[config.mk]
export PLATFORM = sky130hd
export DESIGN_NAME = rtcu_core
export DESIGN_NICKNAME = d
export VERILOG_FILES = /design/src/rtcu_pkg.sv /design/src/rtcu_core.sv
export SDC_FILE = /design/constraint.sdc
export NUM_CORES = 1
export LEC_CHECK = 0
export ABC_AREA = 1
export BUFFER_PORTS_ARGS = -buffer_cell sky130_fd_sc_hd__buf_4
export CORE_MARGIN = 10
export CORE_UTILIZATION = 40
export DETAILED_ROUTE_END_ITERATION = 8
export PLACE_DENSITY = 0.63
export SETUP_SLACK_MARGIN = 0.2
export SLEW_MARGIN = 30
export SYNTH_ARGS = -nofsm -noshare
export SYNTH_HDL_FRONTEND = slang
export SYNTH_SLANG_ARGS = --single-unit
[constraint.sdc]
create_clock -name clock -period 4.8 [get_ports clock]
set_clock_uncertainty 0.05 [all_clocks]
set_input_delay 0.72 -clock clock [delete_from_list [all_inputs] [get_ports clock]]
set_output_delay 0.72 -clock clock [all_outputs]
set_load 0.01 [all_outputs]
[src/rtcu_pkg.sv]
// Package for the clock register update block: offsets, fields, timing
package rtcu_pkg;

  // ---------------------------------------------------------------
  // Bus and register map
  // ---------------------------------------------------------------
  localparam int          ADDR_W        = 17;
  localparam logic [16:0] OFS_FLAG      = 17'h1FFF0;
  localparam logic [16:0] OFS_CENTURY   = 17'h1FFF1;
  localparam logic [16:0] OFS_AL_SEC    = 17'h1FFF2;
  localparam logic [16:0] OFS_AL_MIN    = 17'h1FFF3;
  localparam logic [16:0] OFS_AL_HOUR   = 17'h1FFF4;
  localparam logic [16:0] OFS_ALARM_DATE_REPEAT   = 17'h1FFF5;
  localparam logic [16:0] OFS_AL_MONTH  = 17'h1FFF6;
  localparam logic [16:0] OFS_WATCHDOG  = 17'h1FFF7;
  localparam logic [16:0] OFS_CONTROL   = 17'h1FFF8;
  localparam logic [16:0] OFS_SECONDS   = 17'h1FFF9;
  localparam logic [16:0] OFS_MINUTES   = 17'h1FFFA;
  localparam logic [16:0] OFS_HOURS     = 17'h1FFFB;
  localparam logic [16:0] OFS_WEEKDAY   = 17'h1FFFC;
  localparam logic [16:0] OFS_DATE      = 17'h1FFFD;
  localparam logic [16:0] OFS_MONTH     = 17'h1FFFE;
  localparam logic [16:0] OFS_YEAR      = 17'h1FFFF;
  localparam logic [12:0] CLK_PAGE      = 13'h1FFF;

  // ---------------------------------------------------------------
  // Field positions and masks
  // ---------------------------------------------------------------
  localparam int          BIT_LOAD      = 7;
  localparam int          BIT_FREEZE    = 6;
  localparam int          BIT_HALT      = 7;
  localparam int          BIT_TONE      = 6;
  localparam int          BIT_TOF       = 7;
  localparam int          BIT_AHF       = 6;
  localparam int          BIT_BLOW      = 4;
  localparam logic [7:0]  MASK_SEC      = 8'h7F;
  localparam logic [7:0]  MASK_MIN      = 8'h7F;
  localparam logic [7:0]  MASK_HOUR     = 8'h3F;
  localparam logic [7:0]  MASK_WDAY     = 8'h07;
  localparam logic [7:0]  MASK_DATE     = 8'h3F;
  localparam logic [7:0]  MASK_MONTH    = 8'h1F;
  localparam logic [7:0]  MASK_ALMON    = 8'hBF;
  localparam logic [7:0]  BCD_00        = 8'h00;
  localparam logic [7:0]  BCD_01        = 8'h01;
  localparam logic [7:0]  BCD_02        = 8'h02;
  localparam logic [7:0]  BCD_04        = 8'h04;
  localparam logic [7:0]  BCD_06        = 8'h06;
  localparam logic [7:0]  BCD_09        = 8'h09;
  localparam logic [7:0]  BCD_11        = 8'h11;
  localparam logic [7:0]  BCD_07        = 8'h07;
  localparam logic [7:0]  BCD_12        = 8'h12;
  localparam logic [7:0]  BCD_23        = 8'h23;
  localparam logic [7:0]  BCD_28        = 8'h28;
  localparam logic [7:0]  BCD_29        = 8'h29;
  localparam logic [7:0]  BCD_30        = 8'h30;
  localparam logic [7:0]  BCD_31        = 8'h31;
  localparam logic [7:0]  BCD_59        = 8'h59;
  localparam logic [7:0]  BCD_99        = 8'h99;
  localparam logic [3:0]  NIB_9         = 4'h9;
  localparam logic [3:0]  NIB_0         = 4'h0;

  // ---------------------------------------------------------------
  // Timing
  // ---------------------------------------------------------------
  localparam int CLOCK_HZ     = 100_000_000;
  localparam int SECOND_S     = 1;
  localparam int SECOND_CYC   = CLOCK_HZ * SECOND_S;
  localparam int CAL_STEP_CYC = 64;

  // Time of day in packed BCD
  typedef struct packed {
    logic [7:0] century;
    logic [7:0] year;
    logic [7:0] month;
    logic [7:0] date;
    logic [7:0] weekday;
    logic [7:0] hours;
    logic [7:0] minutes;
    logic [7:0] seconds;
  } rtcu_time_t;

  // Byte bus pins seen by the device
  typedef struct packed {
    logic [16:0] addr;
    logic [7:0]  data;
    logic        chip_sel_n;
    logic        out_en_n;
    logic        write_n;
  } rtcu_bus_t;

endpackage

[src/rtcu_core.sv]
// Clock register set with visible copies, internal counters and byte bus
`timescale 1ns/100ps
`default_nettype none

module rtcu_core
  import rtcu_pkg::*;
(
  // Clock and reset
  input  wire logic        clock,
  input  wire logic        reset_n,
  // Asynchronous byte bus pins
  input  wire logic [16:0] addr,
  input  wire logic [7:0]  data_in,
  output logic      [7:0]  data_out,
  output logic             data_oe_n,
  input  wire logic        chip_sel_n,
  input  wire logic        out_en_n,
  input  wire logic        write_n,
  // Supply monitor and status pins
  input  wire logic        power_fail,
  input  wire logic        battery_low,
  input  wire logic        timeout_event,
  input  wire logic        alarm_event,
  // Register field outputs for neighbouring logic
  output logic             test_tone_enable,
  output logic             osc_halt,
  output logic             timeout_output_select,
  output logic      [4:0]  timeout_multiplier,
  output logic      [1:0]  timeout_resolution,
  output logic             alarm_pin_enable,
  output logic             alarm_on_battery_enable,
  output logic      [4:0]  alarm_repeat_bits,
  output logic             cal_speed_up,
  output logic      [4:0]  cal_magnitude,
  output logic             second_tick
);

  // ---------------------------------------------------------------
  // Helpers
  // ---------------------------------------------------------------

  // Packed BCD increment; caller handles wrap
  function automatic logic [7:0] bcd_inc(input logic [7:0] v);
    logic [7:0] r;
    r = v;
    if (v[3:0] == NIB_9)
      r = {v[7:4] + 4'h1, NIB_0};
    else
      r = {v[7:4], v[3:0] + 4'h1};
    return r;
  endfunction

  // Last date of month, leap every fourth year (good until 2100)
  function automatic logic [7:0] month_end(input logic [7:0] mon, input logic [7:0] yr);
    logic [7:0] r;
    logic       leap;
    // Ten years is two modulo four, so an odd tens digit adds two
    leap = ((yr[4] ? 4'h2 : 4'h0) + yr[3:0]) % 4'h4 == 4'h0;
    r    = BCD_31;
    if (mon == BCD_02)
      r = leap ? BCD_29 : BCD_28;
    else if (mon == BCD_04 || mon == BCD_06 || mon == BCD_09 || mon == BCD_11)
      r = BCD_30;
    return r;
  endfunction

  // ---------------------------------------------------------------
  // State
  // ---------------------------------------------------------------
  typedef enum {ST_RUN, ST_FROZEN} rtcu_view_t;

  typedef struct packed {
    rtcu_bus_t   bus_s1;      // First synchroniser stage
    rtcu_bus_t   bus_s2;      // Second synchroniser stage
    logic [1:0]  pf_sync;     // Power fail synchroniser
    logic [1:0]  bl_sync;     // Battery low synchroniser
    logic [1:0]  to_sync;     // Timeout event synchroniser
    logic [1:0]  ah_sync;     // Alarm event synchroniser
    logic        wr_prev;     // Write active last cycle
    logic        rd_prev;     // Flag read active last cycle
    logic        float_hold;  // Access began as a write
    rtcu_time_t  counter;     // Internal counters
    rtcu_time_t  visible;     // User copy
    logic [7:0]  control;     // Load, freeze, calibration
    logic [7:0]  watchdog;    // Watchdog setting
    logic [7:0]  al_sec;      // Alarm second plus repeat
    logic [7:0]  al_min;
    logic [7:0]  al_hour;
    logic [7:0]  alarm_date_repeat;
    logic [7:0]  al_month;
    logic        halt;        // Oscillator stop
    logic        tone;        // Frequency test enable
    logic        timeout_flag;
    logic        alarm_hit_flag;
    logic [31:0] prescale;    // Cycles toward one second
    logic        tick;
    rtcu_view_t  view;
    logic [7:0]  dout;
  } rtcu_state_t;

  rtcu_state_t st;         // Registered state
  rtcu_state_t next_st;    // Next state

  // Bus decode on synchronised pins
  logic        sel;
  logic        wr_act;
  logic        rd_act;
  logic        pf;
  logic [7:0]  wdat;
  logic [16:0] wadr;
  logic [7:0]  rdat;
  logic [31:0] sec_len;

  // ---------------------------------------------------------------
  // Next-state logic
  // ---------------------------------------------------------------
  always_comb
  begin
    next_st = st;
    // Two flops on every pin before any use
    // Strobes and data share one sample, so a write never tears
    next_st.bus_s1  = '{addr, data_in, chip_sel_n, out_en_n, write_n};
    next_st.bus_s2  = st.bus_s1;
    next_st.pf_sync = {st.pf_sync[0], power_fail};
    next_st.bl_sync = {st.bl_sync[0], battery_low};
    next_st.to_sync = {st.to_sync[0], timeout_event};
    next_st.ah_sync = {st.ah_sync[0], alarm_event};
    next_st.tick    = 1'b0;

    pf = st.pf_sync[1];
    sel    = !pf && !st.bus_s2.chip_sel_n;
    wr_act = sel && !st.bus_s2.write_n;
    rd_act = sel && st.bus_s2.write_n && !st.bus_s2.out_en_n;
    wdat   = st.bus_s2.data;
    wadr   = st.bus_s2.addr;
    next_st.wr_prev = wr_act;
    next_st.rd_prev = rd_act && wadr == OFS_FLAG;

    // write start floats whole access
    // Held until deselect, so a late write rise cannot glitch drive
    if (!sel)
      next_st.float_hold = 1'b0;
    else if (wr_act)
      next_st.float_hold = 1'b1;

    // Trims every second by a fixed step: coarser than per-minute
    // blanking, but needs no minute counter
    // sign sets second length
    sec_len = SECOND_CYC;
    if (st.control[5])
      sec_len = SECOND_CYC - CAL_STEP_CYC * 32'(st.control[4:0]);
    else
      sec_len = SECOND_CYC + CAL_STEP_CYC * 32'(st.control[4:0]);

    // halt stops counting; restart at fresh second
    if (st.halt)
      next_st.prescale = '0;
    else if (st.prescale >= sec_len - 32'd1)
    begin
      next_st.prescale = '0;
      next_st.tick     = 1'b1;
    end
    else
      next_st.prescale = st.prescale + 32'd1;

    if (st.tick)
    begin
      next_st.counter.seconds = bcd_inc(st.counter.seconds);
      if (st.counter.seconds == BCD_59)
      begin
        next_st.counter.seconds = BCD_00;
        next_st.counter.minutes = bcd_inc(st.counter.minutes);
        if (st.counter.minutes == BCD_59)
        begin
          next_st.counter.minutes = BCD_00;
          next_st.counter.hours   = bcd_inc(st.counter.hours);
          if (st.counter.hours == BCD_23)
          begin
            next_st.counter.hours   = BCD_00;
            next_st.counter.weekday = (st.counter.weekday == BCD_07) ? BCD_01
                                      : bcd_inc(st.counter.weekday);
            next_st.counter.date    = bcd_inc(st.counter.date);
            if (st.counter.date == month_end(st.counter.month, st.counter.year))
            begin
              next_st.counter.date  = BCD_01;
              next_st.counter.month = bcd_inc(st.counter.month);
              if (st.counter.month == BCD_12)
              begin
                next_st.counter.month = BCD_01;
                next_st.counter.year  = bcd_inc(st.counter.year);
                if (st.counter.year == BCD_99)
                begin
                  next_st.counter.year    = BCD_00;
                  next_st.counter.century = bcd_inc(st.counter.century);
                end
              end
            end
          end
        end
      end
    end

    // simultaneous refresh of all visible copies
    // a refresh this cycle lands before freeze
    // unfrozen copy waits for next second tick
    // frozen copy keeps the time of the request
    if (st.tick && st.view == ST_RUN)
      next_st.visible = next_st.counter;

    next_st.view = (st.control[BIT_LOAD] || st.control[BIT_FREEZE]) ? ST_FROZEN : ST_RUN;

    // Register writes, applied on every cycle the synchronised write strobe is active
    // only the addressed byte is written
    if (wr_act && {wadr[16:4]} == CLK_PAGE)
    begin
      unique case (wadr)
        OFS_CENTURY:  next_st.visible.century = wdat;
        OFS_AL_SEC:   next_st.al_sec   = wdat;
        OFS_AL_MIN:   next_st.al_min   = wdat;
        OFS_AL_HOUR:  next_st.al_hour  = wdat;
        OFS_ALARM_DATE_REPEAT:  next_st.alarm_date_repeat  = wdat;
        OFS_AL_MONTH: next_st.al_month = wdat & MASK_ALMON;
        OFS_WATCHDOG: next_st.watchdog = wdat;
        OFS_CONTROL:  next_st.control  = wdat;
        OFS_SECONDS:
        begin
          next_st.visible.seconds = wdat & MASK_SEC;
          next_st.halt = wdat[BIT_HALT];
        end
        OFS_MINUTES:  next_st.visible.minutes = wdat & MASK_MIN;
        OFS_HOURS:    next_st.visible.hours   = wdat & MASK_HOUR;
        OFS_WEEKDAY:
        begin
          next_st.visible.weekday = wdat & MASK_WDAY;
          next_st.tone = wdat[BIT_TONE];
        end
        OFS_DATE:     next_st.visible.date  = wdat & MASK_DATE;
        OFS_MONTH:    next_st.visible.month = wdat & MASK_MONTH;
        OFS_YEAR:     next_st.visible.year  = wdat;
        default:      next_st.control = st.control;
      endcase
    end

    // load release copies visible into counters
    // Prescaler restarts so the next refresh is a full second away
    if (st.control[BIT_LOAD] && !next_st.control[BIT_LOAD])
    begin
      next_st.counter  = next_st.visible;
      next_st.prescale = '0;
    end

    // flag read clears timeout, set wins
    // Clearing at read end keeps the flag steady for the whole read
    if (st.rd_prev && !(rd_act && wadr == OFS_FLAG))
      next_st.timeout_flag = 1'b0;
    if (st.to_sync[1])
      next_st.timeout_flag = 1'b1;
    if (st.ah_sync[1])
      next_st.alarm_hit_flag = 1'b1;

    // power fail clears load and freeze
    // Cleared after the load release test, so a fail never copies
    if (pf)
    begin
      next_st.control[BIT_LOAD]   = 1'b0;
      next_st.control[BIT_FREEZE] = 1'b0;
    end

    // Read mux, registered onto pins
    // Registered so the pins never show decode glitches
    rdat = 8'h00;
    unique case (wadr)
      OFS_FLAG:     rdat = {st.timeout_flag, st.alarm_hit_flag, 1'b0, st.bl_sync[1], 4'h0};
      OFS_CENTURY:  rdat = st.visible.century;
      OFS_AL_SEC:   rdat = st.al_sec;
      OFS_AL_MIN:   rdat = st.al_min;
      OFS_AL_HOUR:  rdat = st.al_hour;
      OFS_ALARM_DATE_REPEAT:  rdat = st.alarm_date_repeat;
      OFS_AL_MONTH: rdat = st.al_month;
      OFS_WATCHDOG: rdat = st.watchdog;
      OFS_CONTROL:  rdat = st.control;
      OFS_SECONDS:  rdat = {st.halt, st.visible.seconds[6:0]};
      OFS_MINUTES:  rdat = st.visible.minutes;
      OFS_HOURS:    rdat = st.visible.hours;
      OFS_WEEKDAY:  rdat = {1'b0, st.tone, st.visible.weekday[5:0]};
      OFS_DATE:     rdat = st.visible.date;
      OFS_MONTH:    rdat = st.visible.month;
      OFS_YEAR:     rdat = st.visible.year;
      default:      rdat = 8'h00;
    endcase
    next_st.dout = rdat;
  end

  // ---------------------------------------------------------------
  // State register
  // ---------------------------------------------------------------
  always_ff @(posedge clock)
  begin
    if (!reset_n)
    begin
      st                 <= '0;
      st.bus_s1          <= '{17'h00000, 8'h00, 1'b1, 1'b1, 1'b1};
      st.bus_s2          <= '{17'h00000, 8'h00, 1'b1, 1'b1, 1'b1};
      st.counter.month   <= BCD_01;
      st.counter.date    <= BCD_01;
      st.counter.weekday <= BCD_01;
      st.visible.month   <= BCD_01;
      st.visible.date    <= BCD_01;
      st.visible.weekday <= BCD_01;
      st.view            <= ST_RUN;
    end
    else
      st <= next_st;
  end

  // ---------------------------------------------------------------
  // Outputs
  // ---------------------------------------------------------------
  // float unless a clean read
  // Drives one cycle before data_out settles, as an SRAM before its access time
  assign data_oe_n = !(!st.pf_sync[1] && !st.bus_s2.chip_sel_n
                       && !st.bus_s2.out_en_n && st.bus_s2.write_n && !st.float_hold);
  assign data_out                = st.dout;
  assign test_tone_enable        = st.tone;
  assign osc_halt                = st.halt;
  assign timeout_output_select   = st.watchdog[7];
  assign timeout_multiplier      = st.watchdog[6:2];
  assign timeout_resolution      = st.watchdog[1:0];
  assign alarm_pin_enable        = st.al_month[7];
  assign alarm_on_battery_enable = st.al_month[5];
  assign alarm_repeat_bits       = {st.alarm_date_repeat[6], st.alarm_date_repeat[7], st.al_hour[7],
                                    st.al_min[7], st.al_sec[7]};
  assign cal_speed_up            = st.control[5];
  assign cal_magnitude           = st.control[4:0];
  assign second_tick             = st.tick;

endmodule

`default_nettype wire

==> impl_metrics.ini, run 1 <==
[clock_tree]
clk_latency_ns = 0.53
cts_tree = built
cts_root_buffer = clkbuf_16
cts_setup_buffers = 0
clock_path_buffers = 3
cts_resized = 0
cts_hold_buf = 0
path_clk_slew_ns = 0.06
cts-buffers-inserted = 35
htreeDepth = 2
cts_sinks = 295

[global_routing]
grt_max_degree = 72
grtUsageMet3_pct = 4.125
grt_util_met2_pct = 31.28
grt.overflow.total = 0
antenna_found_initial = 1
grt_pass1_vias = 12390
busiest_layer = met2
grt_pass1_wl_um = 69210
grt.total_usage_pct = 19.63
grtUsageMet1_pct = 25.77

[power_and_ir_drop]
clkPwrFrac_pct = 49.7
seq_power_share_pct = 46.6
swShare_pct = 22.16
switchingPower_mw = 1.196
irDropWorstVdd_uv = 336.5
p_leak_nw = 7.136
power-per-cell-area_nw_per_um2 = 331.4
power_mw = 5.397
p_int_mw = 4.201
power_frac_comb_pct = 3.6

[synth]
syn_area_per_cell_um2 = 7.138
ys_seq_area_share_pct = 40.82
synth_commonest_cells = 373 x nand2_1, 295 x dfxtp_1, 282 x inv_1, 207 x nor2_1, 183 x o21ai_0
ys_types = 57
synth_edf_count = 0
ys_warn_count = 0
postSynth.asyncResetShare_pct = 0
synth_top_cell_area_share_pct = 40.82
syn_area_um2 = 14470
synthesis.instances = 2027
synth_seq_cells = 295
yosysTopAreaCell = dfxtp_1
yosysMostFrequentCell = nand2_1
synth-main-ff-cell = dfxtp_1
yosys-top-cells-area = dfxtp_1 41%, nand2_1 9.7%, inv_1 7.3%, o21ai_0 6.3%, a21oi_1 5.9%

[floorplan]
die_y_um = 210.2
die_x_um = 210.2
rows = 69
dieArea_um2 = 44180
coreArea_um2 = 35660
start_util_pct = 40.58
num_io_pins = 67

[worst_setup_path]
cp_slowest_cell = nand3_2
required_ns = 5.17
critPathMaxStageDelay_ns = 0.49
critPathKind = reg -> reg
worst-path-max-fanout = 27
cp-start-kind = flop
crit_chain = inv_1, ha_1, a21oi_1, inv_1, o21ai_0, xor2_1, nand3_1, or2_2, nand2_1, inv_1, ha_1, a21oi_1, o21ai_0, nand2_1, o311ai_0, a21oi_1, nand3_2, nor3_1
arrival_ns = 4.25
cp-end-kind = flop

[timing]
rsz0062_at_grt = false
final_max_slew_viol_count = 0
fin_crit_sh_pct = 80.82
final.setup.tns_ns = 0
worst_pin_slew_ns = 0.8997
hold_viol = 0
period_minus_slack_ns = 3.879
slew_headroom_pct = 39.80
fmaxAchievable_ghz = 0.2578
whs_ns = 0.3200
setup_viol = 0

[layout]
finalCoreUtilization_pct = 45.67
final_area_um2 = 16280
diodes = 0
fin_nets = 2118
syn_to_final_growth_pct = 12.55
drive_above_1_share_pct = 9.531

[routing]
viasPerCell = 5.280
vias = 13350
wl_um = 44340
wl_per_cell_um = 17.54
drt_iter0_drc = 1234
drtPass1Iterations = 6
ant_nets = 0
drcViolationCount = 0

[place]
dp_hpwl_um = 31580
port_buffers = 66
gp_congestion = 0.9572
placed_area_um2 = 15110

[worst_hold_path]
min-delay-path-class = in -> reg

[run_status]
outcome = complete, no violations

[run]
maxCapViolCount = 0
[power by group through the flow]
stage | clock network (mW) | registers, mW | logic (mW)
finish | 2.68 | 2.52 | 0.195
global route | 2.84 | 2.52 | 0.216
CTS | 2.73 | 2.52 | 0.193
detailed placement | 0 | 2.57 | 0.193
global placement | 0 | 2.57 | 0.191
floorplan | 0 | 2.56 | 0.120
[worst max-delay path, delay by kind of cell, from the launching register on]
family          cells  cell delay [ns]
flops               1             0.42
buf+inv             3             0.24
fa+ha+maj           2             0.51
compound gates      6             0.93
simple gates        6             1.35
xor+xnor            1             0.27
[cells by family (layout without fill, tap and decap cells)]
family / count (synthesis) / count (layout) / share of synthesized area [%]
AO/OA/AOI/OAI: 471 / 471 / 17.98
adder cells (fa/ha/maj): 41 / 41 / 3.545
multiplexers: 1 / 1 / 0.07782
flip-flops: 295 / 295 / 40.82
AND/OR/NAND/NOR: 793 / 793 / 24.31
buffers and inverters: 396 / 431 / 11.44
XOR/XNOR: 29 / 29 / 1.807
other: 1 / 6 / 0.02592
[final timing paths]
| check | from | end | slack, ns | cells after the start |
|---|---|---|---|---|
| min | addr[2] | next_st[285] | 0.32 | 3 |
| max | cal_magnitude[2] | st[43] | 0.92 | 18 |
| max reg2reg | cal_magnitude[2] | st[43] | 0.92 | 18 |
| min reg2reg | next_st[280] | wdat[5] | 0.35 | 2 |
[routing by layer]
layer  routed length, um  share of wire [%]
met5                  13              0.029
met1               19680                 44
met3                3377                7.6
met4                1572                3.5
met2               19700                 44
[per-stage QoR]
step	worst slack, ns	instances
after floorplan	1.642	2032
after global placement	1.061	2467
after detailed placement	0.9265	2467
after CTS	0.8937	2528
after global routing	0.4402	2528
final	0.9207	2528
[placed cells by master (no fill, tap or decap), types with 8 or more instances in the layout]
cell / Yosys / layout
inv_2: 7 / 8
xnor2_1: 8 / 8
xor2_1: 20 / 20
clkbuf_16: 0 / 37
nand3_1: 86 / 86
o21ai_1: 13 / 13
or2_2: 13 / 13
inv_1: 282 / 281
nor3_1: 30 / 30
nor2_2: 8 / 12
dfxtp_1: 295 / 295
a21oi_1: 171 / 171
o211ai_1: 17 / 17
buf_4: 32 / 74
nor4_1: 10 / 10
ha_1: 41 / 41
nor2_1: 207 / 202
clkbuf_8: 0 / 9
a211oi_1: 11 / 11
o22ai_1: 29 / 29
a221oi_1: 15 / 15
nand4_1: 25 / 25
o21ai_0: 183 / 183
nand2_1: 373 / 373
[area by class of cell]
type,count,area (um2)
Multi-Input combinational cell,1341,6944
Timing Repair Buffer,75,575.6
Fill cell,3598,19370
Clock inverter,8,92.59
Sequential cell,295,5906
Tap cell,461,576.8
Clock buffer,53,1076
Inverter,295,1114
[registers in the layout, indices dropped and copies added, names as in the netlist]
signal                   cells
wadr                        17
second_tick                  1
next_st                     32
timeout_multiplier           5
data_out                     8
pf                           1
cal_speed_up                 1
timeout_resolution           2
timeout_output_select        1
test_tone_enable             1
st                         205
osc_halt                     1
alarm_repeat_bits            5
cal_magnitude                5
wdat                         8
alarm_pin_enable             1
alarm_on_battery_enable      1
Power figures use the tool's default switching activity.
==> run 2, diff against run 1 <==
- clock period: 4.8 -> 3.6 ns (I/O delays scaled with it)
==> run 2 against run 1 <==
Non-clock buffer count increased by 20. Sequential power up 33%. Routed wire length is 1.8% higher. Sequential share of layout area shrank 0.80 points. Clock power up 42%. Combinational power grew 37%. Setup slack got worse by 0.55 ns. Fmax grew 20%. Final area up 2.4%. Total power increased by 38%. Final cell count grew 0.79%. Critical path type unchanged. Critical endpoint is now st[63]. Highest routed layer is now met4.
==> impl_metrics.ini, run 2 (synthesis results as in run 1) <==
[power_and_ir_drop]
irDropWorstVdd_uv = 340.9
seq_power_share_pct = 45.2
clkPwrFrac_pct = 51.2
power-per-cell-area_nw_per_um2 = 445.6
p_leak_nw = 7.313
swShare_pct = 22.92
power_frac_comb_pct = 3.6
switchingPower_mw = 1.703
p_int_mw = 5.727

[worst_hold_path]
min-delay-path-class = in -> reg
hold-path-cell-count = 3
min_from = data_in[4]

[place]
gp_congestion = 0.9380
dp_hpwl_um = 32030
port_buffers = 66
pre_cts_ws_ns = 0.05813

[global_routing]
grt_max_degree = 164
grt.overflow.total = 0
grt.total_usage_pct = 19.99
grt_pass1_vias = 12740
antenna_found_initial = 0
grt_pass1_wl_um = 70640

[timing]
setup_viol = 0
slew_headroom_pct = 40.75
hold_viol = 0
fmaxAchievable_ghz = 0.3099
fin_crit_sh_pct = 89.65
setup_slack_ns = 0.3728
final.setup.tns_ns = 0
rsz0062_at_grt = false
worst_pin_slew_ns = 0.8855
period_minus_slack_ns = 3.227
final_max_slew_viol_count = 0

[clock_tree]
path_clk_slew_ns = 0.06
clk_latency_ns = 0.55
cts_root_buffer = clkbuf_16
cts_tree = built
clock_path_buffers = 3
cts-buffers-inserted = 35
cts_sinks = 295
htreeDepth = 2

[routing]
vias = 13450
wl_um = 45120
ant_nets = 0
wl_per_cell_um = 17.71
drtPass1Iterations = 6
drcViolationCount = 0
drt_iter0_drc = 1066
viasPerCell = 5.280

[layout]
largest_reg_flops = 205
max_flop_register = st
drive_above_1_share_pct = 11.69
fin_nets = 2138
syn_to_final_growth_pct = 15.24
diodes = 0
final_common_cell = nand2_1
fillers = 3582
final_cell_mix = 371 x nand2_1, 291 x dfxtp_1, 277 x inv_1, 204 x nor2_1, 179 x o21ai_0

[worst_setup_path]
crit_family = compound AO/OA/AOI/OAI gates
cp-start-kind = flop
r2r_start = cal_magnitude[2]
worstSetupPathDepth = 20
reg2reg_depth = 20
critPathKind = reg -> reg
worst-path-max-fanout = 7
crit_chain = inv_2, ha_2, a21oi_2, inv_2, o21ai_2, xor2_2, nand3_2, or2_4, nand2_1, inv_1, ha_4, a21oi_1, o21ai_1, nand2_1, o311ai_1, a21oi_1, nand3_2, buf_6, buf_16, nor3_2
required_ns = 4.01
critPathBufInv = 5
cp_slowest_cell = dfxtp_4
arrival_ns = 3.64
cp-startpoint = cal_magnitude[2]
cp-end-kind = flop
critPathMaxStageDelay_ns = 0.37

[floorplan]
dieArea_um2 = 44180
die_y_um = 210.2
rows = 69
start_util_pct = 40.58
num_io_pins = 67
die_x_um = 210.2
coreArea_um2 = 35660

[run]
maxCapViolCount = 0

[run_status]
outcome = complete, no violations
-- run 2: cell types whose count changed in the layout (fill, tap and decap cells not counted), moves of 5 or more --
cell,previous run,this run
a21oi_2,2,8
a21oi_1,171,165
ha_1,41,36
buf_4,74,87
clkbuf_8,9,4
-- run 2: path summary, 6_finish.rpt --
| check | slack [ns] | to |
|---|---|---|
| worst max-delay path | 0.37 | st[63] |
| worst min-delay path | 0.12 | next_st[279] |
| worst max register to register | 0.37 | st[63] |
| worst min register to register | 0.36 | st[273] |
-- run 2: timing repair --
action / CTS / global route
hold buffers: 0 / 0
endpoints found under the setup margin: 27 / 28
gates resized for setup: 17 / 24
buffers inserted: 6 / 0
gates cloned: 2 / 0
pin swaps: 5 / 8
-- run 2: power by group through the flow --
stage	clock network [mW]	registers, mW	logic, mW
2_1_floorplan	0	3.41	0.159
3_3_place_gp	0	3.43	0.259
3_5_place_dp	0	3.43	0.261
4_1_cts	3.87	3.36	0.265
5_1_grt	3.98	3.36	0.294
6_report	3.81	3.36	0.267
-- run 2: worst register-to-register path, cell delays in order (launching register included) --
cell and delay [ns]:
dfxtp_4 0.37, inv_2 0.06, ha_2 0.18, a21oi_2 0.13, inv_2 0.06, o21ai_2 0.15, xor2_2 0.21, nand3_2 0.11
or2_4 0.27, nand2_1 0.06, inv_1 0.06, ha_4 0.22, a21oi_1 0.13, o21ai_1 0.07, nand2_1 0.06, o311ai_1 0.10
a21oi_1 0.23, nand3_2 0.20, buf_6 0.20, buf_16 0.13, nor3_2 0.09
-- run 2: stage by stage --
step                      util, %  power, mW  hold WS, ns  cells  instance area, um2
final                       46.76      7.430       0.1207   2548               16670
after floorplan                 -      3.573       0.3405   2032               14490
after global placement      42.69      3.686       0.3434   2479               15220
after detailed placement    42.69      3.689       0.3463   2479               15220
after CTS                   46.54      7.488       0.1053   2548               16590
after global routing        46.76      7.637       0.1211   2548               16670
-- run 2: routing by layer --
layer	wire length, um	global-route usage [%]
met5	0	0
met4	1553	7.394
met3	3215	3.605
met2	20220	32.48
met1	20130	25.99
-- run 2: cell type report --
class | count | area [um2] | share of cell area [%]
multi-input combinational | 1341 | 7028 | 42.15
sequential | 295 | 5913 | 35.46
inverter | 295 | 1114 | 6.679
clock buffer | 42 | 942.2 | 5.651
timing repair buffer | 95 | 810.8 | 4.863
tap | 461 | 576.8 | 3.459
clock inverter | 19 | 289.0 | 1.733
